===== config.mk =====
export PLATFORM = sky130hd
export DESIGN_NAME = islk_link_layer
export DESIGN_NICKNAME = d
export VERILOG_FILES = /design/src/hw/islk_pkg.sv /design/src/hw/islk_line_filter.sv /design/src/hw/islk_fifo.sv /design/src/hw/islk_link_layer.sv
export SDC_FILE = /design/constraint.sdc
export NUM_CORES = 1
export LEC_CHECK = 0
export ABC_AREA = 1
export BUFFER_PORTS_ARGS = -buffer_cell sky130_fd_sc_hd__buf_2
export CORE_UTILIZATION = 48
export DETAILED_ROUTE_END_ITERATION = 6
export GPL_ROUTABILITY_DRIVEN = 0
export PLACE_DENSITY = 0.71
export SETUP_SLACK_MARGIN = 0.2
export SLEW_MARGIN = 20
export SYNTH_ARGS = -nofsm -noshare
export SYNTH_HDL_FRONTEND = slang
export SYNTH_SLANG_ARGS = --single-unit

===== constraint.sdc =====
create_clock -name clk_sys_i -period 7.74 [get_ports clk_sys_i]
set_clock_uncertainty 0.1 [all_clocks]
set_input_delay 0.387 -clock clk_sys_i [delete_from_list [all_inputs] [get_ports clk_sys_i]]
set_output_delay 0.387 -clock clk_sys_i [all_outputs]
set_load 0.03 [all_outputs]

===== src/hw/islk_pkg.sv =====
// Constants and types for the two-wire slave link layer
package islk_pkg;

  // ----------------------------------------------------------------------
  // Addresses and byte codes
  // ----------------------------------------------------------------------
  localparam logic [6:0] ISLK_ADDR_OPT0   = 7'h40;
  localparam logic [6:0] ISLK_ADDR_OPT1   = 7'h48;
  localparam logic [6:0] ISLK_ADDR_OPT2   = 7'h44;
  localparam logic [6:0] ISLK_ADDR_OPT3   = 7'h4c;
  localparam logic [6:0] ISLK_ADDR_TEST   = 7'h49;
  localparam logic [7:0] ISLK_GCALL_BYTE  = 8'h00;
  localparam logic [4:0] ISLK_HS_CODE_HI  = 5'h01;

  // ----------------------------------------------------------------------
  // Framing and timing
  // ----------------------------------------------------------------------
  localparam int         ISLK_BYTE_BITS   = 8;
  localparam logic [2:0] ISLK_BIT_LAST    = 3'h7;
  localparam int         ISLK_SYS_MHZ     = 200;
  localparam int         ISLK_SPIKE_FS_NS = 50;
  localparam int         ISLK_SPIKE_HS_NS = 10;
  localparam int         ISLK_FILT_FS_CYC = (ISLK_SPIKE_FS_NS * ISLK_SYS_MHZ) / 1000 < 1 ?
                                            1 : (ISLK_SPIKE_FS_NS * ISLK_SYS_MHZ) / 1000;
  localparam int         ISLK_FILT_HS_CYC = (ISLK_SPIKE_HS_NS * ISLK_SYS_MHZ) / 1000 < 1 ?
                                            1 : (ISLK_SPIKE_HS_NS * ISLK_SYS_MHZ) / 1000;
  localparam int         ISLK_FIFO_DEPTH  = 16;
  localparam logic [1:0] ISLK_LINES_IDLE  = 2'h3;

  // ----------------------------------------------------------------------
  // Types
  // ----------------------------------------------------------------------
  typedef enum logic [7:0] {
    ISLK_IDLE     = 8'h01,
    ISLK_ADDR     = 8'h02,
    ISLK_ADDR_ACK = 8'h04,
    ISLK_WRITE    = 8'h08,
    ISLK_WR_ACK   = 8'h10,
    ISLK_READ     = 8'h20,
    ISLK_RD_ACK   = 8'h40,
    ISLK_IGNORE   = 8'h80
  } islk_state_t;

  typedef struct packed {
    logic       first;
    logic [7:0] data;
  } islk_rx_word_t;

  typedef struct packed {
    logic scl;
    logic sda;
  } islk_bus_t;

endpackage : islk_pkg


===== src/hw/islk_line_filter.sv =====
// Synchroniser and spike filter for both bus lines
`timescale 1ns/1ps
`default_nettype none
module islk_line_filter #(
  parameter logic [7:0] LEN_FS = 8'h0a,
  parameter logic [7:0] LEN_HS = 8'h02
) (
  // Clock and reset
  input  wire logic              clk_sys_i,
  input  wire logic              reset_i,
  // Lines
  input  wire islk_pkg::islk_bus_t line_i,
  input  wire logic              hs_i,
  output var  islk_pkg::islk_bus_t line_o
);
  import islk_pkg::*;

  typedef struct packed {
    logic [1:0]      meta;
    logic [1:0]      sync;
    logic [1:0]      filt;
    logic [1:0][7:0] cnt;
  } islk_filt_st_t;

  islk_filt_st_t q, d;
  logic [7:0]    len;

  always_comb begin
    d   = q;
    len = hs_i ? LEN_HS : LEN_FS;
    d.meta = {line_i.scl, line_i.sda};
    d.sync = q.meta;
    // New level must hold len cycles; shorter spikes vanish
    for (int i = 0; i < 2; i++) begin
      if (q.sync[i] == q.filt[i]) begin
        d.cnt[i] = 8'h00;
      end else if (q.cnt[i] + 8'h01 >= len) begin
        d.filt[i] = q.sync[i];
        d.cnt[i]  = 8'h00;
      end else begin
        d.cnt[i] = q.cnt[i] + 8'h01;
      end
    end
  end

  always_ff @(posedge clk_sys_i or posedge reset_i) begin
    if (reset_i) begin
      q <= '{meta: ISLK_LINES_IDLE, sync: ISLK_LINES_IDLE, filt: ISLK_LINES_IDLE, cnt: '0};
    end else begin
      q <= d;
    end
  end

  assign line_o = '{scl: q.filt[1], sda: q.filt[0]};

endmodule : islk_line_filter
`default_nettype wire


===== src/hw/islk_fifo.sv =====
// Receive FIFO with registered head word
`timescale 1ns/1ps
`default_nettype none
module islk_fifo #(
  parameter int WIDTH = 9,
  parameter int DEPTH = 16
) (
  // Clock and reset
  input  wire logic             clk_sys_i,
  input  wire logic             reset_i,
  // Fill side
  input  wire logic             in_valid_i,
  input  wire logic [WIDTH-1:0] in_data_i,
  output var  logic             in_ready_o,
  // Drain side
  output var  logic             out_valid_o,
  output var  logic [WIDTH-1:0] out_data_o,
  input  wire logic             out_ready_i
);
  localparam int PW = $clog2(DEPTH);

  typedef struct packed {
    logic [DEPTH-1:0][WIDTH-1:0] mem;
    logic [PW-1:0]               wptr;
    logic [PW-1:0]               rptr;
    logic [PW:0]                 count;
    logic [WIDTH-1:0]            out_q;
    logic                        out_vld;
  } islk_fifo_st_t;

  islk_fifo_st_t q, d;
  logic          push;
  logic          load;

  always_comb begin
    d          = q;
    in_ready_o = (q.count != PW'(0) + (PW+1)'(DEPTH));
    push       = in_valid_i && in_ready_o;
    load       = (q.count != '0) && (!q.out_vld || out_ready_i);
    if (push) begin
      d.mem[q.wptr] = in_data_i;
      d.wptr        = q.wptr + PW'(1);
    end
    if (load) begin
      d.out_q   = q.mem[q.rptr];
      d.out_vld = 1'b1;
      d.rptr    = q.rptr + PW'(1);
    end else if (out_ready_i) begin
      d.out_vld = 1'b0;
    end
    d.count = q.count + (PW+1)'(push) - (PW+1)'(load);
  end

  always_ff @(posedge clk_sys_i or posedge reset_i) begin
    if (reset_i) begin
      q <= '0;
    end else begin
      q <= d;
    end
  end

  assign out_valid_o = q.out_vld;
  assign out_data_o  = q.out_q;

endmodule : islk_fifo
`default_nettype wire


===== src/hw/islk_link_layer.sv =====
// Two-wire bus slave link layer: framing, addressing, acknowledge and speed mode
`timescale 1ns/1ps
`default_nettype none
module islk_link_layer #(
  parameter int FILT_FS_CYC = islk_pkg::ISLK_FILT_FS_CYC,
  parameter int FILT_HS_CYC = islk_pkg::ISLK_FILT_HS_CYC,
  parameter int FIFO_DEPTH  = islk_pkg::ISLK_FIFO_DEPTH
) (
  // Clock and reset
  input  wire logic                    clk_sys_i,
  input  wire logic                    reset_i,
  // Bus pins (data is open drain, clock is input only)
  input  wire logic                    scl_i,
  input  wire logic                    sda_i,
  output var  logic                    sda_o,
  output var  logic                    sda_oe_o,
  // Straps
  input  wire logic [1:0]              addr_opt_i,
  input  wire logic                    test_unlock_i,
  // Received bytes
  output var  logic                    rx_valid_o,
  output var  islk_pkg::islk_rx_word_t rx_data_o,
  input  wire logic                    rx_ready_i,
  // Bytes to send
  input  wire logic [7:0]              tx_data_i,
  output var  logic                    tx_req_o,
  // Status
  output var  logic                    busy_o,
  output var  logic                    hs_mode_o,
  output var  logic                    start_o,
  output var  logic                    stop_o
);
  import islk_pkg::*;

  // ----------------------------------------------------------------------
  // State
  // ----------------------------------------------------------------------
  typedef struct packed {
    islk_state_t   state;
    logic [2:0]    cnt;
    logic [7:0]    shreg;
    logic [7:0]    txsh;
    logic          byte_done;
    logic          rw;
    logic          mack;
    logic          first;
    logic          hs;
    logic          busy;
    logic          sda_oe;
    logic          tx_req;
    logic          start_p;
    logic          stop_p;
    logic          push;
    islk_rx_word_t push_word;
    islk_bus_t     prev;
    logic [1:0]    opt_m;
    logic [1:0]    opt_s;
    logic          unl_m;
    logic          unl_s;
  } islk_st_t;

  islk_st_t  q, d;
  islk_bus_t pins;
  islk_bus_t filt;
  logic      fifo_ready;
  logic      scl_rise;
  logic      scl_fall;
  logic      start_cond;
  logic      stop_cond;

  // ----------------------------------------------------------------------
  // Address decode
  // ----------------------------------------------------------------------
  function automatic logic [6:0] main_addr(input logic [1:0] opt);
    case (opt)
      2'h0:    main_addr = ISLK_ADDR_OPT0;
      2'h1:    main_addr = ISLK_ADDR_OPT1;
      2'h2:    main_addr = ISLK_ADDR_OPT2;
      default: main_addr = ISLK_ADDR_OPT3;
    endcase
  endfunction : main_addr

  function automatic logic addr_hit(input logic [7:0] b, input logic [1:0] opt,
                                    input logic unl);
    // Direction bit takes no part in the compare
    addr_hit = (b[7:1] == main_addr(opt))
            || (unl && (b[7:1] == ISLK_ADDR_TEST));
  endfunction : addr_hit

  // ----------------------------------------------------------------------
  // Line conditioning
  // ----------------------------------------------------------------------
  assign pins = '{scl: scl_i, sda: sda_i};

  islk_line_filter #(
    .LEN_FS (8'(FILT_FS_CYC)),
    .LEN_HS (8'(FILT_HS_CYC))
  ) u_filter (
    .clk_sys_i (clk_sys_i),
    .reset_i   (reset_i),
    .line_i    (pins),
    .hs_i      (q.hs),
    .line_o    (filt)
  );

  // Edges and conditions come only from filtered samples
  assign scl_rise   = filt.scl && !q.prev.scl;
  assign scl_fall   = !filt.scl && q.prev.scl;
  assign start_cond = filt.scl && q.prev.scl && q.prev.sda && !filt.sda;
  assign stop_cond  = filt.scl && q.prev.scl && !q.prev.sda && filt.sda;

  // ----------------------------------------------------------------------
  // Receive FIFO
  // ----------------------------------------------------------------------
  islk_fifo #(
    .WIDTH ($bits(islk_rx_word_t)),
    .DEPTH (FIFO_DEPTH)
  ) u_fifo (
    .clk_sys_i   (clk_sys_i),
    .reset_i     (reset_i),
    .in_valid_i  (q.push),
    .in_data_i   (q.push_word),
    .in_ready_o  (fifo_ready),
    .out_valid_o (rx_valid_o),
    .out_data_o  (rx_data_o),
    .out_ready_i (rx_ready_i)
  );

  // ----------------------------------------------------------------------
  // Protocol engine
  // ----------------------------------------------------------------------
  always_comb begin
    d         = q;
    d.start_p = 1'b0;
    d.stop_p  = 1'b0;
    d.tx_req  = 1'b0;
    d.push    = 1'b0;
    d.prev    = filt;
    d.opt_m   = addr_opt_i;
    d.opt_s   = q.opt_m;
    d.unl_m   = test_unlock_i;
    d.unl_s   = q.unl_m;

    if (stop_cond) begin
      d.state  = ISLK_IDLE;
      d.sda_oe = 1'b0;
      d.busy   = 1'b0;
      d.hs     = 1'b0;
      d.stop_p = 1'b1;
    end else if (start_cond) begin
      // Repeated start takes this same path; speed mode is kept
      d.state     = ISLK_ADDR;
      d.cnt       = 3'h0;
      d.byte_done = 1'b0;
      d.sda_oe    = 1'b0;
      d.busy      = 1'b1;
      d.start_p   = 1'b1;
    end else begin
      case (q.state)
        ISLK_IDLE: begin
          d.sda_oe = 1'b0;
        end

        ISLK_ADDR, ISLK_WRITE: begin
          if (scl_rise) begin
            // Sample once per period, MSB first
            d.shreg = {q.shreg[6:0], filt.sda};
            d.cnt   = q.cnt + 3'h1;
            if (q.cnt == ISLK_BIT_LAST) begin
              d.byte_done = 1'b1;
            end
          end else if (scl_fall && q.byte_done) begin
            d.byte_done = 1'b0;
            d.cnt       = 3'h0;
            if (q.state == ISLK_ADDR) begin
              if (!q.hs && (q.shreg[7:3] == ISLK_HS_CODE_HI)) begin
                // Master code: leave the slot released, shorten filters
                d.hs     = 1'b1;
                d.state  = ISLK_IGNORE;
              end else if (q.shreg == ISLK_GCALL_BYTE) begin
                d.state  = ISLK_IGNORE;
              end else if (addr_hit(q.shreg, q.opt_s, q.unl_s)) begin
                d.rw     = q.shreg[0];
                d.sda_oe = 1'b1;
                d.state  = ISLK_ADDR_ACK;
                d.tx_req = q.shreg[0];
              end else begin
                // Covers device-id and every foreign address
                d.state  = ISLK_IGNORE;
              end
            end else begin
              // No clock stretching exists, so a full FIFO can only refuse
              d.sda_oe         = fifo_ready;
              d.push           = fifo_ready;
              d.push_word.first = q.first;
              d.push_word.data  = q.shreg;
              d.first          = 1'b0;
              d.state          = ISLK_WR_ACK;
            end
          end
        end

        ISLK_ADDR_ACK: begin
          if (scl_fall) begin
            d.cnt = 3'h0;
            if (q.rw) begin
              d.txsh   = tx_data_i;
              d.sda_oe = !tx_data_i[7];
              d.state  = ISLK_READ;
            end else begin
              d.sda_oe = 1'b0;
              d.first  = 1'b1;
              d.state  = ISLK_WRITE;
            end
          end
        end

        ISLK_WR_ACK: begin
          if (scl_fall) begin
            d.sda_oe = 1'b0;
            d.state  = ISLK_WRITE;
          end
        end

        ISLK_READ: begin
          if (scl_fall) begin
            if (q.cnt == ISLK_BIT_LAST) begin
              d.sda_oe = 1'b0;
              d.state  = ISLK_RD_ACK;
            end else begin
              // Change data only while the clock is low
              d.txsh   = {q.txsh[6:0], 1'b0};
              d.sda_oe = !q.txsh[6];
              d.cnt    = q.cnt + 3'h1;
            end
          end
        end

        ISLK_RD_ACK: begin
          if (scl_rise) begin
            d.mack   = !filt.sda;
            d.tx_req = !filt.sda;
          end else if (scl_fall) begin
            d.cnt = 3'h0;
            if (q.mack) begin
              d.txsh   = tx_data_i;
              d.sda_oe = !tx_data_i[7];
              d.state  = ISLK_READ;
            end else begin
              // Master refused: wait for its stop or repeated start
              d.sda_oe = 1'b0;
              d.state  = ISLK_IGNORE;
            end
          end
        end

        ISLK_IGNORE: begin
          d.sda_oe = 1'b0;
        end

        default: begin
          d.state  = ISLK_IDLE;
          d.sda_oe = 1'b0;
        end
      endcase
    end
  end

  // ----------------------------------------------------------------------
  // Registers
  // ----------------------------------------------------------------------
  always_ff @(posedge clk_sys_i or posedge reset_i) begin
    if (reset_i) begin
      q       <= '0;
      q.state <= ISLK_IDLE;
      q.prev  <= '{scl: 1'b1, sda: 1'b1};
    end else begin
      q <= d;
    end
  end

  // ----------------------------------------------------------------------
  // Outputs
  // ----------------------------------------------------------------------
  // Pin only ever pulls low; no clock driver exists at all
  assign sda_o     = 1'b0;
  assign sda_oe_o  = q.sda_oe;
  assign tx_req_o  = q.tx_req;
  assign busy_o    = q.busy;
  assign hs_mode_o = q.hs;
  assign start_o   = q.start_p;
  assign stop_o    = q.stop_p;

endmodule : islk_link_layer
`default_nettype wire


* After elaboration in Yosys (flattened, before gate mapping)
Index checks and enable logic that the tools add are counted.
Storage, ports and cells: output and inout bits 17, register bits 243
Operators by class: $lt $le $gt $ge 5, add/sub/neg operators 7, bitwise gates (word level) 8, muxes and demuxes 100, reductions and logical operators 52, equality and inequality tests 49
Operators with widths (count):
- $bwmux 144 | 1
- $mux 7 | 15
- $mux 8 | 13
- $mux 11 | 6
- $mux 10 | 6
- $pmux 8 s6 | 1
- $bmux 9 s4 | 1
- $demux 9 s4 | 1
- $ne 4x4->1 const B | 9
- $mux 1 | 33
- $ne 2x2->1 const B | 11
- $pmux 7 s3 | 1
- $mux 2 | 10
- $ne 5x5->1 const B | 4
- $reduce_and 10->1 | 2
- $mux 9 | 2
- $reduce_and 9->1 | 2
- $add 8x1->8 const B | 2
- $ge 8x8->1 | 2
- $reduce_and 8->1 | 2
- $reduce_bool 2->1 | 8
- $ne 3x3->1 const B | 5
- $logic_and 1x1->1 | 13
- $pmux 3 s4 | 1
- 40 further kinds | 70

* Depth between registers and ports, before layout
depth in word-level cells 21, mapped depth 13, depth with buffers taken out 12

* Hierarchy
Synthesis repeated with hierarchy kept, for this count alone.
Unflattened totals: cell total of the unflattened synthesis 1551, area total of the unflattened synthesis 12315.6 µm²
By module, submodules not included:
- islk_fifo | area each 8293.0 µm², instances 1, sequential area each 4179.0 µm², cells each 1045
- islk_link_layer | area each 2859.0 µm², instances 1, sequential area each 1355.0 µm², cells each 368
- islk_line_filter | area each 1163.6 µm², instances 1, sequential area each 558.0 µm², cells each 138

* Least setup slack after synthesis
No wires, ideal clock.
kind reg2reg, start point register u_fifo.q[12] (netlist bit), end point register u_fifo.q[14] (netlist bit), slack 5189 ps, required time 7561 ps, cell stages (with the launch flop) 14, setup time 79 ps, data arrival time 2372 ps, cell sequence dfrtp_1 > inv_1 > ha_1 > nand4_1 > nand2_1 > inv_1 > clkbuf_1 > ha_1 > inv_1 > ha_1 > inv_1 > fa_1 > o21ai_0 > xor2_1
RTL lines:
- start, declared | line islk_fifo.sv:31 | islk_fifo_st_t q, d;
- start signal, assigned | line islk_fifo.sv:56 | q <= '0;
- start signal, assigned | line islk_fifo.sv:58 | q <= d;

==> flow_results.org <==
** Clock network
- Post-cts gate resize count :: 0
- In this run the clock root is driven by a sky130_fd_sc_hd__clkbuf_16.
- Setup fix buffers added after clock tree synthesis :: 0
- Buffers inserted during clock tree synthesis total 26.
- CTS tree :: built
- After clock tree synthesis, the clock-pin slew on the worst setup and hold paths is about 60 ps.
- Depth of the CTS H-tree :: 1
- The clock reaches the later pin of the worst-skew pair after 530 ps.
- The clock passes through at most 3 buffers.
- For this design, the CTS-stage hold fixing added 6 buffers.
- Clock tree sinks :: between 200 and 250

** Synth
- Cells after Synth :: 1,329
- In this run the mean area of a mapped cell was 8.725 um2.
- Synth cell count leaders :: sky130_fd_sc_hd__nand2_1, sky130_fd_sc_hd__o21ai_0, sky130_fd_sc_hd__dfrtp_1
- Post-synthesis async set-or-reset flop share :: 100.0%
- sky130_fd_sc_hd__nand2_1 is the most common cell in the netlist.
- Yosys printed 0 warnings.
- After synthesis the cells add up to 0.01160 mm2.
- Most used DFF post-synth :: sky130_fd_sc_hd__dfrtp_1
- In this run, synthesis inferred 0 flip-flops with an integrated enable.
- The share of synthesized area in the top cell type comes to slightly above 50%.
- Synthesis inferred 243 register bits.
- Top post-synthesis cells by area :: sky130_fd_sc_hd__dfrtp_1, sky130_fd_sc_hd__o21ai_0, sky130_fd_sc_hd__nand2_1, sky130_fd_sc_hd__nor2_1, sky130_fd_sc_hd__inv_1
- Count of cell types in the netlist :: between 40 and 50
- Library cell occupying the most area in the post-synthesis netlist :: sky130_fd_sc_hd__dfrtp_1
- Sequential elements use 52.54% of the synthesized area.

** Pwr
- In this run switching power makes up 34.41% of total power.
- Power spread over the standard cell area amounts to approximately 290 mW/mm2.
- VDD sags by at most 0.0001713 V.
- Static leakage power :: approximately 0.0059 uW
- Switching power :: ~1300 uW
- Sequential cells account for 39.1% of the total power.
- Per report_power, the combinational group accounts for 26.4% of the total.
- Cell Int Power :: around 2400 uW
- The share of total power dissipated in the clock network is 34.5%.

** Global route
- The number of global-route vias before repair was around 8,400.
- Pin count of the biggest net entering global routing :: 123
- The first global-routing pass estimated 42.99 mm of wire.
- Total congestion overflow after global routing :: 0
- The initial antenna violation count came to 0.
- Gr usage total :: approximately 22%

** Worst setup path
- CP Data Required Time :: 8080 ps
- STA classifies the critical path endpoint as a flop.
- The setup path with the least slack is of type flop to flop.
- STA classifies the critical path startpoint as a flop.
- Largest driver fanout on the critical path :: 14
- At the worst endpoint, the arrival time is 3340 ps.

** Floorplanning
- DIE AREA :: 0.02478 mm2
- Die extent in x :: 157.4 um
- The core region is 0.02361 mm2.
- Number of cell rows :: 56
- 33 I/O pins were placed.
- Starting density of the core :: 49.11%
- The die is approximately 160 um tall.

** STA
- Worst Slack Setup Final :: 4740 ps
- Setup total negative slack on the finished layout was measured at 0 ps.
- Clock period minus final worst setup slack :: 3000 ps
- For this run, the top clock speed supported by timing is 333.3 MHz.
- The worst pin sits at a relative slew slack of 41.93%.
- Fin crit share :: 38.76%
- Final hold vios :: 0
- Slew @ Worst Pin :: 871.0 ps
- The final max-slew violation count came to 0.
- Setup repair after global routing left no endpoint under its margin.
- Final setup fails :: 0

** Final layout
- The number of antenna diodes in the final layout is 0.
- The filler cells instantiated in the layout total 2,196.
- Share of cells above drive strength 1 :: around 13%
- Area growth, synth to finish :: 10.17%
- In the final design database the tool counted 1,372 nets.
- Non-Filler Cell Area, Final :: around 0.013 mm2

** Route
- The first TritonRoute pass finished after 6 iterations.
- Count of nets left with antenna violations after detail routing :: 0
- Via count :: 8,861
- Overall routed net length :: between 20 and 30 mm
- Post-detailed-route DRC marker count :: 0
- Dividing the detail-routed via count by the number of cells gives 5.296.
- DR WL/cell :: roughly 16 um
- Initial detailed-routing violation count :: about 770

** Run
- Max-cap violations in this run came to 0.

** Place
- The placed instances occupy a cell area of 0.01183 mm2.
- Post-detail-place hpwl :: between 15 and 20 mm
- Buffers added on ports :: 31
- Before CTS, the worst setup slack after placement is 4726 ps.

** Min path
- Class of the tightest hold or removal check :: primary input to flop

** Outcome
- The flow ran to the end, and the final reports show no timing, DRC or antenna violations.
-- registers in the layout (all words and copies together) (netlist names), 2 cells and up --
| signal | cells |
|---|---|
| u_fifo.out_data_o | 9 |
| u_filter.line_o | 2 |
| u_filter.q | 18 |
| u_filter.d | 2 |
| u_fifo.q | 157 |
| q | 45 |
| d | 3 |
-- cell families after synthesis --
group | share of synthesized area [%]
AO/OA/AOI/OAI | 14.73
XOR/XNOR | 1.057
adder cells (fa/ha/maj) | 2.223
buffers and inverters | 6.388
flip-flops | 52.54
multiplexers | 0.6043
other | 0.03234
AND/OR/NAND/NOR | 22.43
-- power groups by stage --
stage | Combinational (uW) | Sequential, uW | Clock (uW)
2_1_floorplan | 798 | 1410 | 0
3_3_place_gp | 960 | 1470 | 0
3_5_place_dp | 975 | 1470 | 0
4_1_cts | 981 | 1450 | 1300
5_1_grt | 1110 | 1460 | 1350
6_report | 980 | 1450 | 1280
-- layer usage --
layer | up-vias | global-route usage [%] | routed length [um]
li1 | 4354 | - | -
met1 | 4262 | 29.58 | 11700
met2 | 200 | 37.04 | 12690
met3 | 45 | 2.506 | 985
met4 | 0 | 6.334 | 702
met5 | - | 0 | 0
-- final cells by class --
cell class | instances | area [um2] | area share [%]
Tap cell | 319 | 399.1 | 3.124
Inverter | 91 | 351.6 | 2.752
Clock inverter | 12 | 142.6 | 1.116
Multi-Input combinational cell | 932 | 4793 | 37.52
Clock buffer | 34 | 742.0 | 5.807
Timing Repair Buffer | 42 | 252.7 | 1.978
Sequential cell | 243 | 6095 | 47.70
-- through the flow --
| stage | cells | total power (uW) | hold WS [ps] | util [%] |
|---|---|---|---|---|
| 4_1_cts | 1673 | 3731 | 0.5142 | 54.11 |
| 6_report | 1673 | 3706 | 9.474 | 54.11 |
| 2_1_floorplan | 1337 | 2209 | 231.2 | - |
| 5_1_grt | 1673 | 3920 | 31.07 | 54.11 |
| 3_3_place_gp | 1621 | 2428 | 236.2 | 50.11 |
| 3_5_place_dp | 1621 | 2443 | 245.0 | 50.11 |
-- cells in the final DEF (no fill, tap or decap), types with 8 or more instances in the layout --
cell and n:
sky130_fd_sc_hd__buf_2 31, sky130_fd_sc_hd__nand2_1 289, sky130_fd_sc_hd__a21oi_1 17, sky130_fd_sc_hd__clkbuf_16 27, sky130_fd_sc_hd__nor2_4 8, sky130_fd_sc_hd__nand3_1 37
sky130_fd_sc_hd__nand4_1 14, sky130_fd_sc_hd__nand2_4 9, sky130_fd_sc_hd__conb_1 9, sky130_fd_sc_hd__ha_1 19, sky130_fd_sc_hd__dfstp_2 9, sky130_fd_sc_hd__nor2_1 157
sky130_fd_sc_hd__dfrtp_1 232, sky130_fd_sc_hd__xor2_1 8, sky130_fd_sc_hd__inv_2 11, sky130_fd_sc_hd__nand3_2 8, sky130_fd_sc_hd__o21ai_1 8, sky130_fd_sc_hd__o211ai_1 36
sky130_fd_sc_hd__nor3_1 12, sky130_fd_sc_hd__o21ai_0 239, sky130_fd_sc_hd__nand2_2 16, sky130_fd_sc_hd__inv_1 76
-- path summary, 6_finish.rpt --
check / from / endpoint / slack [ps] / depth (start not counted)
worst min register to register: u_filter.d[18] / u_filter.q[18] / 260 / 0
worst max-delay path: u_fifo.q[12] / u_fifo.q[14] / 4740 / 12
max in group asynchronous: reset_i / u_fifo.q[111] / 5710 / 4
min in group asynchronous: reset_i / u_filter.q[15] / 420 / 3
worst min-delay path: rx_ready_i / u_fifo.out_valid_o / 9 / 4
worst max register to register: u_fifo.q[12] / u_fifo.q[14] / 4740 / 12
-- critical path, stage by stage, from the launching register on --
cell and delay (ps):
sky130_fd_sc_hd__dfrtp_1 380, sky130_fd_sc_hd__inv_1 80, sky130_fd_sc_hd__ha_1 200, sky130_fd_sc_hd__nand4_1 110, sky130_fd_sc_hd__nand2_1 290, sky130_fd_sc_hd__inv_1 290
sky130_fd_sc_hd__ha_1 350, sky130_fd_sc_hd__inv_1 50, sky130_fd_sc_hd__ha_1 160, sky130_fd_sc_hd__inv_1 60, sky130_fd_sc_hd__fa_1 380, sky130_fd_sc_hd__o21ai_0 250
sky130_fd_sc_hd__xor2_1 210
No activity file was read; power rests on OpenSTA's default activity.
